--- src/shared/cij_pkg.sv ---
// Package with constants and carrier types for the compare-jump executor
package cij_pkg;
    // Opcode of the compare-increment-jump-on-equal instruction
    localparam logic [7:0] CIJ_OPC_CIJE = 8'hC2;
    // Instruction length in bytes
    localparam logic [15:0] CIJ_INSTR_LEN = 16'h0003;
    // Cycle counts, taken and not taken
    localparam int CIJ_CYC_TAKEN = 18;
    localparam int CIJ_CYC_NOT_TAKEN = 16;
    // Counter width for the cycle count
    localparam int CIJ_CNT_W = 5;
    // Flag bit positions inside the flag byte
    localparam int CIJ_FLAG_C = 7;
    localparam int CIJ_FLAG_Z = 6;
    localparam int CIJ_FLAG_S = 5;
    localparam int CIJ_FLAG_V = 4;
    // Field positions of the register byte
    localparam int CIJ_DST_HI = 7;
    localparam int CIJ_DST_LO = 4;
    localparam int CIJ_SRC_HI = 3;
    localparam int CIJ_SRC_LO = 0;
    // Pointer increment step
    localparam logic [7:0] CIJ_PTR_STEP = 8'h01;
    // Sign bit of a byte
    localparam int CIJ_MSB = 7;

    // Request presented by the fetch stage
    typedef struct packed {
        logic is_compare;     // Plain compare, not the jump form
        logic [7:0] opcode;   // First byte
        logic [7:0] regs;     // Dst and src register nibbles
        logic [7:0] offset;   // Relative offset byte
        logic [15:0] pc;      // Address of first instruction byte
        logic [7:0] dst_val;  // Destination register value
        logic [7:0] src_val;  // Operand read through the pointer
        logic [7:0] ptr_val;  // Current pointer register value
        logic [7:0] flags;    // Current flag byte
    } cij_req_t;

    // Result handed back to the core
    typedef struct packed {
        logic [15:0] next_pc;  // Address of next instruction
        logic [3:0] ptr_idx;   // Which working reg gets the pointer
        logic [7:0] ptr_val;   // Updated pointer value
        logic ptr_we;          // Write pointer back
        logic [7:0] flags;     // Flag byte after execution
        logic taken;           // Branch taken
    } cij_rsp_t;

    // Executor states, Gray-coded along the jump-form path; compare goes IDLE to DONE in two bits
    typedef enum logic [1:0] {
        CIJ_IDLE = 2'b00,
        CIJ_BUSY = 2'b01,
        CIJ_DONE = 2'b11
    } cij_state_t;
endpackage

--- src/verilog/cij_exec.sv ---
// Executor for compare-increment-jump-on-equal and plain compare flags
`timescale 1ns/1ps
module cij_exec
    import cij_pkg::*;
(
    input wire logic ref_clk,
    input wire logic nrst,
    input wire logic req_valid,
    input wire cij_req_t req,
    output logic req_ready,
    output logic rsp_valid,
    output cij_rsp_t rsp,
    output logic illegal
);

    //--------------------------------------------------------------
    // Combinational evaluation
    //--------------------------------------------------------------

    // Difference with borrow out
    logic [8:0] diff;
    // Signed offset widened to the program counter
    logic [15:0] offset_ext;
    // Request is the jump form
    logic is_cije;
    // Flags computed for a plain compare
    logic [7:0] cmp_flags;
    // Evaluated response
    cij_rsp_t eval;

    always_comb
    begin
        diff = {1'b0, req.dst_val} - {1'b0, req.src_val};
        offset_ext = {{8{req.offset[CIJ_MSB]}}, req.offset};
        is_cije = (req.opcode == CIJ_OPC_CIJE) && !req.is_compare;
        // Plain compare flags; D and H bits pass through
        cmp_flags = req.flags;
        cmp_flags[CIJ_FLAG_C] = diff[8];
        cmp_flags[CIJ_FLAG_Z] = (diff[7:0] == 8'h00);
        cmp_flags[CIJ_FLAG_S] = diff[CIJ_MSB];
        cmp_flags[CIJ_FLAG_V] = (req.dst_val[CIJ_MSB] != req.src_val[CIJ_MSB])
            && (diff[CIJ_MSB] != req.dst_val[CIJ_MSB]);
        eval = '0;
        if (req.is_compare)
        begin
            // Plain compare: flags only, pc untouched
            eval.next_pc = req.pc;
            eval.flags = cmp_flags;
        end
        else
        begin
            // Jump form: pc past the three bytes, then maybe relative
            eval.taken = (diff[7:0] == 8'h00);
            eval.next_pc = req.pc + CIJ_INSTR_LEN;
            if (eval.taken)
            begin
                eval.next_pc = req.pc + CIJ_INSTR_LEN
                    + offset_ext;
            end
            eval.ptr_idx = req.regs[CIJ_SRC_HI:CIJ_SRC_LO];
            eval.ptr_val = req.ptr_val + CIJ_PTR_STEP;
            eval.ptr_we = 1'b1;
            eval.flags = req.flags;
        end
    end

    //--------------------------------------------------------------
    // Sequencing
    //--------------------------------------------------------------

    // Present state
    cij_state_t state;
    cij_state_t next_state;
    // Remaining wait cycles
    logic [CIJ_CNT_W-1:0] cnt;
    logic [CIJ_CNT_W-1:0] next_cnt;
    // Held result
    cij_rsp_t held;
    cij_rsp_t next_held;
    // Illegal-opcode pulse
    logic next_illegal;

    // Next-state logic
    always_comb
    begin
        next_state = state;
        next_cnt = cnt;
        next_held = held;
        next_illegal = 1'b0;
        unique case (state)
            CIJ_IDLE:
            begin
                if (req_valid && (is_cije || req.is_compare))
                begin
                    next_held = eval;
                    if (req.is_compare)
                    begin
                        // Compare answers next cycle
                        next_state = CIJ_DONE;
                    end
                    else
                    begin
                        // Done in cycle N counting take as cycle 1
                        next_state = CIJ_BUSY;
                        // Take, count down to zero, then the DONE cycle
                        next_cnt = eval.taken
                            ? CIJ_CNT_W'(CIJ_CYC_TAKEN - 3)
                            : CIJ_CNT_W'(CIJ_CYC_NOT_TAKEN - 3);
                    end
                end
                else if (req_valid)
                begin
                    // Unknown opcode is dropped and flagged
                    next_illegal = 1'b1;
                end
            end
            CIJ_BUSY:
            begin
                if (cnt == '0)
                begin
                    next_state = CIJ_DONE;
                end
                else
                begin
                    next_cnt = cnt - 1'b1;
                end
            end
            CIJ_DONE:
            begin
                next_state = CIJ_IDLE;
            end
            default:
            begin
                next_state = CIJ_IDLE;
            end
        endcase
    end

    // Register stage
    always_ff @(posedge ref_clk)
    begin
        if (!nrst)
        begin
            state <= CIJ_IDLE;
            cnt <= '0;
            held <= '0;
            illegal <= 1'b0;
        end
        else
        begin
            state <= next_state;
            cnt <= next_cnt;
            held <= next_held;
            illegal <= next_illegal;
        end
    end

    // Handshake and data outputs
    assign req_ready = (state == CIJ_IDLE);
    assign rsp_valid = (state == CIJ_DONE);
    assign rsp = held;

    //--------------------------------------------------------------
    // Assertions
    //--------------------------------------------------------------

    a_taken_cycles: assert property (
        @(posedge ref_clk) disable iff (!nrst)
        (state == CIJ_IDLE && req_valid && is_cije && eval.taken)
        |-> ##17 rsp_valid)
        else $error("taken jump not answered in 18 cycles");
    a_nt_cycles: assert property (
        @(posedge ref_clk) disable iff (!nrst)
        (state == CIJ_IDLE && req_valid && is_cije && !eval.taken)
        |-> !rsp_valid [*8] ##7 !rsp_valid ##1 rsp_valid)
        else $error("untaken jump not answered in 16 cycles");
    a_ptr_incr: assert property (
        @(posedge ref_clk) disable iff (!nrst)
        (state == CIJ_IDLE && req_valid && is_cije)
        |=> held.ptr_we && held.ptr_val == $past(req.ptr_val) + 8'h01)
        else $error("pointer not incremented");
    a_flags_kept: assert property (
        @(posedge ref_clk) disable iff (!nrst)
        (state == CIJ_IDLE && req_valid && is_cije)
        |=> held.flags == $past(req.flags))
        else $error("jump form changed flags");
    a_fall_thru: assert property (
        @(posedge ref_clk) disable iff (!nrst)
        (state == CIJ_IDLE && req_valid && is_cije
            && req.dst_val != req.src_val)
        |=> !held.taken && held.next_pc == $past(req.pc) + 16'h0003)
        else $error("unequal did not fall through");
    a_branch_eq: assert property (
        @(posedge ref_clk) disable iff (!nrst)
        (state == CIJ_IDLE && req_valid && is_cije
            && req.dst_val == req.src_val)
        |=> held.taken && held.next_pc == $past(req.pc) + 16'h0003
            + {{8{$past(req.offset[7])}}, $past(req.offset)})
        else $error("equal did not branch");
    a_cmp_carry: assert property (
        @(posedge ref_clk) disable iff (!nrst)
        (state == CIJ_IDLE && req_valid && req.is_compare)
        |=> held.flags[CIJ_FLAG_C]
            == ($past(req.dst_val) < $past(req.src_val)))
        else $error("compare carry wrong");
    a_cmp_zero: assert property (
        @(posedge ref_clk) disable iff (!nrst)
        (state == CIJ_IDLE && req_valid && req.is_compare)
        |=> held.flags[CIJ_FLAG_Z]
            == ($past(req.dst_val) == $past(req.src_val))
            && held.flags[3:0] == $past(req.flags[3:0]))
        else $error("compare zero or kept bits wrong");
    a_ptr_wrap: assert property (
        @(posedge ref_clk) disable iff (!nrst)
        (state == CIJ_IDLE && req_valid && is_cije && req.ptr_val == 8'hFF)
        |=> held.ptr_val == 8'h00)
        else $error("pointer did not wrap");

    c_taken: cover property (@(posedge ref_clk) disable iff (!nrst)
        state == CIJ_IDLE && req_valid && is_cije && eval.taken);
    c_not_taken: cover property (@(posedge ref_clk) disable iff (!nrst)
        state == CIJ_IDLE && req_valid && is_cije && !eval.taken);
    c_compare: cover property (@(posedge ref_clk) disable iff (!nrst)
        state == CIJ_IDLE && req_valid && req.is_compare && diff[8]);
    c_illegal: cover property (@(posedge ref_clk) disable iff (!nrst)
        illegal);

endmodule

--- config.mk ---
export PLATFORM = sky130hd
export DESIGN_NAME = cij_exec
export DESIGN_NICKNAME = d
export VERILOG_FILES = /design/src/shared/cij_pkg.sv /design/src/verilog/cij_exec.sv
export SDC_FILE = /design/constraint.sdc
export NUM_CORES = 1
export LEC_CHECK = 0
export ABC_AREA = 1
export BUFFER_PORTS_ARGS = -buffer_cell sky130_fd_sc_hd__buf_2
export CAP_MARGIN = 5
export CORE_ASPECT_RATIO = 1.2
export CORE_MARGIN = 2
export CORE_UTILIZATION = 30
export DETAILED_ROUTE_END_ITERATION = 10
export GPL_TIMING_DRIVEN = 0
export PLACE_DENSITY = 0.56
export SLEW_MARGIN = 20
export SYNTH_ARGS = -nofsm -noshare
export SYNTH_HDL_FRONTEND = slang
export SYNTH_SLANG_ARGS = --single-unit
--- constraint.sdc ---
create_clock -name ref_clk -period 2.4 [get_ports ref_clk]
set_clock_uncertainty 0.2 [all_clocks]
set_input_delay 0.24 -clock ref_clk [delete_from_list [all_inputs] [get_ports ref_clk]]
set_output_delay 0.24 -clock ref_clk [all_outputs]
set_load 0.03 [all_outputs]
==> results.cfg, run 1 <==
[critical_path]
cp-endpoint = rsp[35]
r2r_cells = 8
arrival_ns = 2.40
crit_path_buffers_inverters = 5
r2r_end = rsp[35]
critical_path.top_delay_family = simple AND/OR/NAND/NOR gates
crit_path_cell_trace = buf_8 > inv_8 > ha_4 > nor2_4 > buf_4 > nand2_2 > xor2_2 > inv_2 > ha_4 > nand2_2 > inv_2 > nand3_2 > nor3_2 > nand2_1 > nand3_1 > nand4_1 > nand3_1 > a21oi_1
critical_path_required_ns = 2.35
critical_path.startpoint = req[32]
timing.critical_path.depth = 18
path_max_fanout = 4
crit_slowest_cell = sky130_fd_sc_hd__ha_4
critPathCaptureType = flop
critPathLaunchType = input port
r2r-start = state[1]
cp_slowest_stage_delay_ns = 0.30
reg2reg_setup_slack_ns = 0.33
crit_type = input port to flop

[routing]
final_antenna_net_count = 0
vias = 4479
postRouteWirelength_mm = 12.7
drt_iter0_drc = 151
drc_violation_count_after_routing = 0
route.detailed.vias_per_inst = 4.85
wire_per_inst_um = 13.7
drt_pre_antenna_iters = 5

[synth]
synth-seq-area-share_pct = 23.7
postSynth.topFlopCell = sky130_fd_sc_hd__dfxtp_1
syn_avg_cell_area_um2 = 6.32
ys_types = 38
synth-compound-area-share_pct = 13.3
yosysWarnings = 0
synth_simple_gate_area_share_pct = 36.8
mappedNetlistArea_um2 = 3880
post_synth_fa_ha_maj_area_fraction_pct = 10.2
async_set_or_reset_register_ratio_after_synthesis_pct = 0
synth_top_family_by_area = simple AND/OR/NAND/NOR gates
postSynthRegisterBits = 46
synthesized_netlist_net_count = 721
synthesis.instances = 614
muxShareOfSynthArea_pct = 0
synth-edff-count = 0
synthXorXnorAreaFrac_pct = 5.65

[cells_and_area]
area_growth_pct = 42.9
finish.utilization_pct = 43.9
fraction_of_final_layout_cells_sized_beyond_drive_strength_1_pct = 32.5
fin_nets = 865
finish.instance_area_um2 = 5540

[place]
post_dp_hpwl_mm = 9.75
port_buffers = 112
pre_cts_slack_ns = -0.661
placedInstanceArea_um2 = 4700
place_congestion = 0.950

[power_and_ir_drop]
combinationalPowerShare_pct = 40.4
switching_power_summed_over_all_nets_uw = 990
internal_mw = 1.61
design_power_total_mw = 2.60
irDropWorstVdd_mv = 0.271
p_seq_share_pct = 32.4
sw_frac_of_total_pct = 38.0
cellPowerDensity_nw_per_um2 = 470
power_leakage_nw = 2.78
clockPowerShare_pct = 27.2

[timing]
fmax_mhz = 408
hold_slack_ns = 0.00570
setup_violations = 2
timing.final.hold_violations = 0
tightest_slew_ns = 0.602
final.period_utilization_pct = 102
finalWorstSetupSlack_ns = -0.0510
grt_setup_unrepaired = true
post-route-min-period_ns = 2.45
worst_slew_margin_rel_pct = 59.9
timing.final.max_slew_violations = 0

[global_route]
largest_net_degree_at_the_start_of_global_routing = 17
grt_pass1_vias = 4203
global_route_wire_length_before_repair_mm = 19.4
gr-usage-all-layers_pct = 17.2
antenna_found_initial = 1
globalRoute.totalOverflow = 0

[floorplanning]
io_pins = 117
initial_utilization_pct = 30.7
chipHeight_um = 129
placement_rows = 45
fp.dieW_um = 108
coreArea_um2 = 12600
die_ar_um2 = 13900

[cts]
cts.sinks = 46
clock_transition_at_path_regs_ns = 0.07
clk_path_buf_depth = 2
worst_skew_pair.late_latency_ns = 0.29
htreeDepth = 2
cts_bufs_inserted = 5
clock-root-buffer = sky130_fd_sc_hd__clkbuf_16
clock_tree_from_tritoncts = built

[worst_hold_path]
min_path_cells = 3
timing.hold.worst.class = input port to flop

[flow_run]
drv.max_cap_violation_count = 0

[status]
status = complete, but fails checks
failing_checks = setup timing
-- cells by family after synthesis --
group                      Yosys count
AOI/OAI and AO/OA                   91
xor gates and xnor gates            25
adders and majority gates           31
buffers and inverters              102
DFF                                 46
and+or+nand+nor                    319
-- per-stage QoR --
step	setup TNS [ns]	std cells
6_report	-0.101	924
5_1_grt	-0.741	923
4_1_cts	-0.0352	915
3_5_place_dp	-4.94	890
3_3_place_gp	-4.65	890
2_1_floorplan	-0.132	614
-- power groups by stage --
stage	Clock, mW	Combinational [mW]	Sequential, mW
after floorplan	0	0.537	0.934
final	0.709	1.05	0.843
after global placement	0	0.862	0.858
after global routing	0.748	1.17	0.847
after detailed placement	0	0.874	0.859
after CTS	0.724	0.948	0.843
-- worst min path at each step --
stage | startpoint | end | slack [ns]
finish | req[59] | rsp[21] | 0.006
global route | req[59] | rsp[21] | 0.02
CTS | req[57] | rsp[19] | 0.004
detailed placement | rsp[13] | rsp[13] | 0.25
global placement | rsp[9] | rsp[9] | 0.25
floorplan | req[0] | rsp[1] | 0.17
-- layer usage --
metal  GRT usage [%]  vias to the layer above  part of all wire [%]
li1                -                     2285                     -
met1            19.2                     2050                    41
met2            32.8                      119                    52
met3            2.94                       23                   5.1
met4            5.43                        2                   1.8
met5               0                        -                 0.055
-- area by class of cell --
class                      count  area [µm²]
antenna                        1        2.50
buffer                        13        62.6
clock buffer                   5         125
clock inverter                 3        25.0
fill                        1305        7070
inverter                      89         345
multi-input combinational    466        3060
sequential                    46         921
tap                          164         205
timing repair buffer         137         796
-- placed cells by master, fill, tap and decap left out, types with 8 or more instances in the layout --
cell and n:
sky130_fd_sc_hd__a22oi_1 9, sky130_fd_sc_hd__o21ai_0 14, sky130_fd_sc_hd__a21oi_1 41, sky130_fd_sc_hd__nand2_2 14, sky130_fd_sc_hd__inv_2 11, sky130_fd_sc_hd__dfxtp_1 46
sky130_fd_sc_hd__inv_1 74, sky130_fd_sc_hd__nand3b_1 8, sky130_fd_sc_hd__nand3_2 8, sky130_fd_sc_hd__a21oi_2 10, sky130_fd_sc_hd__buf_4 24, sky130_fd_sc_hd__nor2_1 29
sky130_fd_sc_hd__nand2_1 165, sky130_fd_sc_hd__ha_4 12, sky130_fd_sc_hd__buf_2 106, sky130_fd_sc_hd__xor2_1 15, sky130_fd_sc_hd__ha_1 18, sky130_fd_sc_hd__nand3_1 42
sky130_fd_sc_hd__nand4_1 14, sky130_fd_sc_hd__clkbuf_1 9
-- flip-flops by register name, indices dropped and copies added, names as in the netlist --
name / count
rsp: 38
cnt: 5
state: 2
illegal: 1
-- timing repair --
item / in CTS / in global routing
pin swaps: 20 / 30
hold buffers: 5 / 0
buffers inserted: 12 / 8
endpoints found under the hold margin: 5 / 0
gates resized for setup: 45 / 68
setup endpoints to repair: 10 / 10
-- Yosys cell counts (4+ instances only) --
| library cell | number | area (µm²) |
|---|---|---|
| sky130_fd_sc_hd__or2_2 | 6 | 37.5 |
| sky130_fd_sc_hd__xor2_1 | 19 | 166 |
| sky130_fd_sc_hd__dfxtp_1 | 46 | 921 |
| sky130_fd_sc_hd__a31oi_1 | 4 | 25.0 |
| sky130_fd_sc_hd__a21oi_1 | 49 | 245 |
| sky130_fd_sc_hd__nand3_1 | 50 | 250 |
| sky130_fd_sc_hd__a22oi_1 | 9 | 67.6 |
| sky130_fd_sc_hd__xnor2_1 | 6 | 52.6 |
| sky130_fd_sc_hd__o21ai_0 | 18 | 90.1 |
| sky130_fd_sc_hd__a21oi_2 | 4 | 35.0 |
| sky130_fd_sc_hd__clkbuf_1 | 9 | 33.8 |
| sky130_fd_sc_hd__nand3b_1 | 8 | 60.1 |
| sky130_fd_sc_hd__inv_1 | 84 | 315 |
| sky130_fd_sc_hd__nand2_1 | 182 | 683 |
| sky130_fd_sc_hd__ha_1 | 30 | 375 |
| sky130_fd_sc_hd__nand4_1 | 14 | 87.6 |
| sky130_fd_sc_hd__nor2_1 | 38 | 143 |
| sky130_fd_sc_hd__nor3_1 | 6 | 30.0 |
-- worst reg2reg max path, delay by kind of cell, from the launching register on --
| family | cells | cell delay [ns] |
|---|---|---|
| and+or+nand+nor | 4 | 0.77 |
| AOI/OAI and AO/OA | 1 | 0.13 |
| DFF | 1 | 0.34 |
| buffers and inverters | 3 | 0.57 |
Power figures use the tool's default switching activity.
==> run 2: changes to the inputs <==
CORE_UTILIZATION = 48   (was 30)
PLACE_DENSITY = 0.81   (was 0.56)
==> results.cfg, run 2 (synthesized netlist as in run 1, its figures left out) <==
[critical_path]
worst_path_most_repeated_cell = sky130_fd_sc_hd__nand2_1
crit_slowest_cell = sky130_fd_sc_hd__nor4_1
path_max_fanout = 5
timing.critical_path.depth = 17
crit_path_buffers_inverters = 3
critical_path.startpoint = req[41]
r2r_cells = 8
arrival_ns = 2.50
crit_type = input port to flop
crit_path_cell_trace = buf_2 > nand2_1 > nor4_1 > nand2_1 > xor2_2 > inv_1 > ha_4 > nand2_1 > inv_2 > nand3_2 > nor3_2 > nand2_1 > nand2_1 > nand2_1 > nand4_1 > nand3_2 > a21oi_2
critical_path.top_delay_family = simple AND/OR/NAND/NOR gates
reg2reg_setup_slack_ns = 0.22
cp_slowest_stage_delay_ns = 0.31
r2r-start = state[1]
critPathLaunchType = input port
critPathCaptureType = flop
critical_path_required_ns = 2.44

[cells_and_area]
finish.utilization_pct = 68.1
largest_register_ffs = 38
layout.cells.most_common_list = sky130_fd_sc_hd__nand2_1 (169), sky130_fd_sc_hd__buf_2 (107), sky130_fd_sc_hd__inv_1 (75)
finish.instance_area_um2 = 5280
fraction_of_final_layout_cells_sized_beyond_drive_strength_1_pct = 30.6
area_growth_pct = 36.0
leading_cell_type_in_the_layout_fill_and_taps_excluded = sky130_fd_sc_hd__nand2_1
fin_nets = 863
num_antenna_cells = 0

[floorplanning]
coreArea_um2 = 7750
placement_rows = 35
chipHeight_um = 102
io_pins = 117
initial_utilization_pct = 50.0
die_ar_um2 = 8820
fp.dieW_um = 86.0

[place]
placedInstanceArea_um2 = 4610
place_congestion = 0.968
port_buffers = 112
pre_cts_slack_ns = -0.600
post_dp_hpwl_mm = 9.18

[cts]
clk_path_buf_depth = 2
clock_transition_at_path_regs_ns = 0.09
cts.sinks = 46
clock-root-buffer = sky130_fd_sc_hd__clkbuf_8
clock_tree_from_tritoncts = built
htreeDepth = 2
worst_skew_pair.late_latency_ns = 0.31
cts_bufs_inserted = 5

[routing]
final_antenna_net_count = 0
postRouteWirelength_mm = 12.2
drt_iter0_drc = 283
route.detailed.vias_per_inst = 5.42
drc_violation_count_after_routing = 0
drt_pre_antenna_iters = 7
vias = 4601
wire_per_inst_um = 14.4

[flow_run]
drv.max_cap_violation_count = 0

[timing]
timing.final.hold_violations = 0
grt_setup_unrepaired = true
worst_slew_margin_rel_pct = 58.5
timing.final.max_slew_violations = 0
final.period_utilization_pct = 103
finalWorstSetupSlack_ns = -0.0609
setup_violations = 2
hold_slack_ns = 0.00563
tightest_slew_ns = 0.623
fmax_mhz = 406
setup_tns_final_ns = -0.0667
post-route-min-period_ns = 2.46

[status]
failing_checks = setup timing
status = complete, but fails checks

[power_and_ir_drop]
irDropWorstVdd_mv = 0.202
power_leakage_nw = 2.73
cellPowerDensity_nw_per_um2 = 449

[global_route]
globalRoute.totalOverflow = 0
gr-usage-all-layers_pct = 26.6
largest_net_degree_at_the_start_of_global_routing = 17
global_route_wire_length_before_repair_mm = 19.0
antenna_found_initial = 0
grt_pass1_vias = 4258

[worst_hold_path]
min_path_cells = 3
worstHoldStart = req[6]
timing.hold.worst.class = input port to flop
## run 2: cell types whose count changed in the layout (fill, tap and decap cells not counted), moves of 3 or more
cell / before / now
sky130_fd_sc_hd__buf_4: 24 / 16
sky130_fd_sc_hd__clkbuf_16: 5 / 0
sky130_fd_sc_hd__clkbuf_8: 0 / 5
sky130_fd_sc_hd__nand2_1: 165 / 169
sky130_fd_sc_hd__buf_6: 1 / 4
sky130_fd_sc_hd__dlygate4sd3_1: 5 / 8
sky130_fd_sc_hd__ha_1: 18 / 21
sky130_fd_sc_hd__ha_4: 12 / 9
sky130_fd_sc_hd__nand2_4: 7 / 4
## run 2: layout make-up
class                           instances  area, µm²
Inverter                               89        348
Multi-Input combinational cell        466       2940
Clock buffer                            5       68.8
Timing Repair Buffer                  135        797
Fill cell                             660       2480
Clock inverter                          3       23.8
Sequential cell                        46        921
Tap cell                               92        115
Buffer                                 13       62.6
## run 2: timing repair
item / CTS / global route
cloned: 0 / 0
hold endpoints to repair: 8 / 0
hold buffers: 8 / 0
setup endpoints to repair: 10 / 10
pin swaps: 28 / 19
resized for setup: 47 / 52
setup buffers: 13 / 2
## run 2: power breakdown
part / internal (mW) / switching, mW
Combinational: 0.387 / 0.636
Clock: 0.209 / 0.297
Sequential: 0.813 / 0.0289
Total: 1.41 / 0.962
## run 2: per-layer routing
metal	track usage (%)	up-vias	share of wire, %
met4	9.89	0	3.0
li1	-	2280	-
met1	29.7	2131	41
met5	0	-	0
met2	51.8	160	52
met3	2.42	30	4.7
## run 2: path summary, 6_finish.rpt
kind	to
setup / recovery	rsp[35]
hold reg to reg	rsp[9]
setup reg to reg	rsp[34]
hold / removal	rsp[7]
## run 2: stage by stage
stage | power (mW) | cells
2_1_floorplan | 1.47 | 614
3_3_place_gp | 1.71 | 818
3_5_place_dp | 1.73 | 818
4_1_cts | 2.30 | 847
5_1_grt | 2.50 | 849
6_report | 2.37 | 849
## run 2: worst min-delay path: cells and delay by family
family	cells	cell delay, ns
AOI/OAI and AO/OA	1	0.07
buffers and inverters	1	0.10
and+or+nand+nor	1	0.06
==> run 3: changes to the inputs <==
CORE_UTILIZATION = 49   (was 48)
CTS_BUF_LIST = sky130_fd_sc_hd__clkbuf_8   (was default)
PLACE_DENSITY = 0.89   (was 0.81)
==> results.cfg, run 3 (synthesized netlist as in run 1, its figures left out) <==
[status]
failing_checks = setup timing
status = complete, but fails checks

[critical_path]
r2r_cells = 8
critical_path.startpoint = req[32]
reg2reg_setup_slack_ns = 0.26
path_max_fanout = 4
critPathCaptureType = flop
critPathLaunchType = input port
crit_type = input port to flop
r2r-start = state[1]
critical_path_required_ns = 2.44
arrival_ns = 2.55
cp-endpoint = rsp[35]
r2r_end = rsp[20]

[routing]
final_antenna_net_count = 0
drt_iter0_drc = 384
drc_violation_count_after_routing = 0
vias = 4693
route.detailed.vias_per_inst = 5.48
wire_per_inst_um = 14.9
postRouteWirelength_mm = 12.7
drt_pre_antenna_iters = 5

[timing]
worst_slew_margin_rel_pct = 59.9
final.period_utilization_pct = 105
tightest_slew_ns = 0.601
post-route-min-period_ns = 2.51
fmax_mhz = 398
grt_setup_unrepaired = true
timing.final.max_slew_violations = 0
finalWorstSetupSlack_ns = -0.112
setup_violations = 5
timing.final.hold_violations = 0

[worst_hold_path]
timing.hold.worst.class = input port to flop

[place]
dp.cells = 818
pre_cts_slack_ns = -0.577
post_dp_hpwl_mm = 9.28
port_buffers = 112
place_congestion = 0.911
placedInstanceArea_um2 = 4610

[cells_and_area]
final-instance-count-excl-fill = 856
leading_cell_type_in_the_layout_fill_and_taps_excluded = sky130_fd_sc_hd__nand2_1
fin_nets = 870
fillCellCount = 602
area_growth_pct = 37.7
finish.instance_area_um2 = 5340
fraction_of_final_layout_cells_sized_beyond_drive_strength_1_pct = 30.8
largest_register_ffs = 38
num_antenna_cells = 0
layout.cells.most_common_list = sky130_fd_sc_hd__nand2_1 (168), sky130_fd_sc_hd__buf_2 (107), sky130_fd_sc_hd__inv_1 (75)

[floorplanning]
die_ar_um2 = 8640
coreArea_um2 = 7660
chipHeight_um = 101
fp.dieW_um = 85.2
placement_rows = 35
io_pins = 117
initial_utilization_pct = 50.6

[global_route]
antenna_found_initial = 0
grt_pass1_vias = 4372
gr-usage-all-layers_pct = 27.4
largest_net_degree_at_the_start_of_global_routing = 17
globalRoute.totalOverflow = 0
global_route_wire_length_before_repair_mm = 19.3

[cts]
worst_skew_pair.late_latency_ns = 0.31
cts_bufs_inserted = 5
clock-root-buffer = sky130_fd_sc_hd__clkbuf_8
clock_tree_from_tritoncts = built
htreeDepth = 2
cts.sinks = 46
clock_transition_at_path_regs_ns = 0.09
clk_path_buf_depth = 2

[power_and_ir_drop]
power_leakage_nw = 2.75
cellPowerDensity_nw_per_um2 = 449
irDropWorstVdd_mv = 0.407

[flow_run]
drv.max_cap_violation_count = 0
run 3: critical path, cell delays in order:
cell	delay, ns
sky130_fd_sc_hd__buf_8	0.09
sky130_fd_sc_hd__inv_6	0.03
sky130_fd_sc_hd__ha_4	0.16
sky130_fd_sc_hd__nor2_4	0.15
sky130_fd_sc_hd__buf_4	0.14
sky130_fd_sc_hd__buf_6	0.08
sky130_fd_sc_hd__nand4_1	0.08
sky130_fd_sc_hd__o21ai_1	0.23
sky130_fd_sc_hd__inv_2	0.09
sky130_fd_sc_hd__ha_4	0.29
sky130_fd_sc_hd__nand2_2	0.06
sky130_fd_sc_hd__buf_4	0.15
sky130_fd_sc_hd__nor3_1	0.17
sky130_fd_sc_hd__nand2_1	0.09
sky130_fd_sc_hd__nand2_1	0.07
sky130_fd_sc_hd__nand2_1	0.05
sky130_fd_sc_hd__nand4_1	0.12
sky130_fd_sc_hd__nand3_1	0.11
sky130_fd_sc_hd__a21oi_1	0.14
run 3: through the flow:
| stage | util, % | setup TNS [ns] | hold slack (ns) | power, mW |
|---|---|---|---|---|
| after floorplan | - | -0.132 | 0.175 | 1.47 |
| after global placement | 60.2 | -4.22 | 0.248 | 1.70 |
| after detailed placement | 60.2 | -4.36 | 0.255 | 1.73 |
| after CTS | 65.6 | -0.0374 | 0.0127 | 2.28 |
| after global routing | 69.6 | -1.48 | 0.0224 | 2.52 |
| final | 69.6 | -0.448 | 0.00718 | 2.40 |
run 3: power by group:
part | internal [mW] | switching [mW] | total, mW
combinational | 0.403 | 0.643 | 1.05
sequential | 0.814 | 0.0313 | 0.845
clock | 0.209 | 0.299 | 0.508
total | 1.42 | 0.973 | 2.40
run 3: layout make-up:
cell class	count	area (µm²)	share of cell area [%]
tap	92	115	2.16
buffer	13	62.6	1.17
clock buffer	5	68.8	1.29
sequential	46	921	17.3
timing repair buffer	142	852	16.0
multi-input combinational	466	2950	55.3
clock inverter	3	23.8	0.445
inverter	89	345	6.47
run 3: routing by layer:
layer	share of wire, %	global-route usage (%)	wire length [µm]	vias up
met4	3.3	11.5	425	0
met1	37	30.0	4770	2146
met2	52	52.6	6630	208
met3	7.1	3.67	901	50
li1	-	-	-	2289
met5	0	0	0	-
run 3: repair_timing:
| item | CTS | global route |
|---|---|---|
| hold endpoints to repair | 9 | 0 |
| resized for setup | 35 | 59 |
| buffers inserted | 11 | 10 |
| setup endpoints to repair | 10 | 11 |
| pin swaps | 24 | 32 |
| hold buffers | 9 | 0 |
run 3: how the worst min path moves through the flow:
| stage | startpoint | to | slack (ns) | depth (start not counted) |
|---|---|---|---|---|
| after CTS | req[6] | rsp[7] | 0.01 | 3 |
| after global placement | rsp[9] | rsp[9] | 0.25 | 2 |
| after detailed placement | rsp[21] | rsp[21] | 0.26 | 2 |
| after global routing | req[6] | rsp[7] | 0.02 | 3 |
| final | req[6] | rsp[7] | 0.007 | 3 |
| after floorplan | req[0] | rsp[1] | 0.17 | 2 |
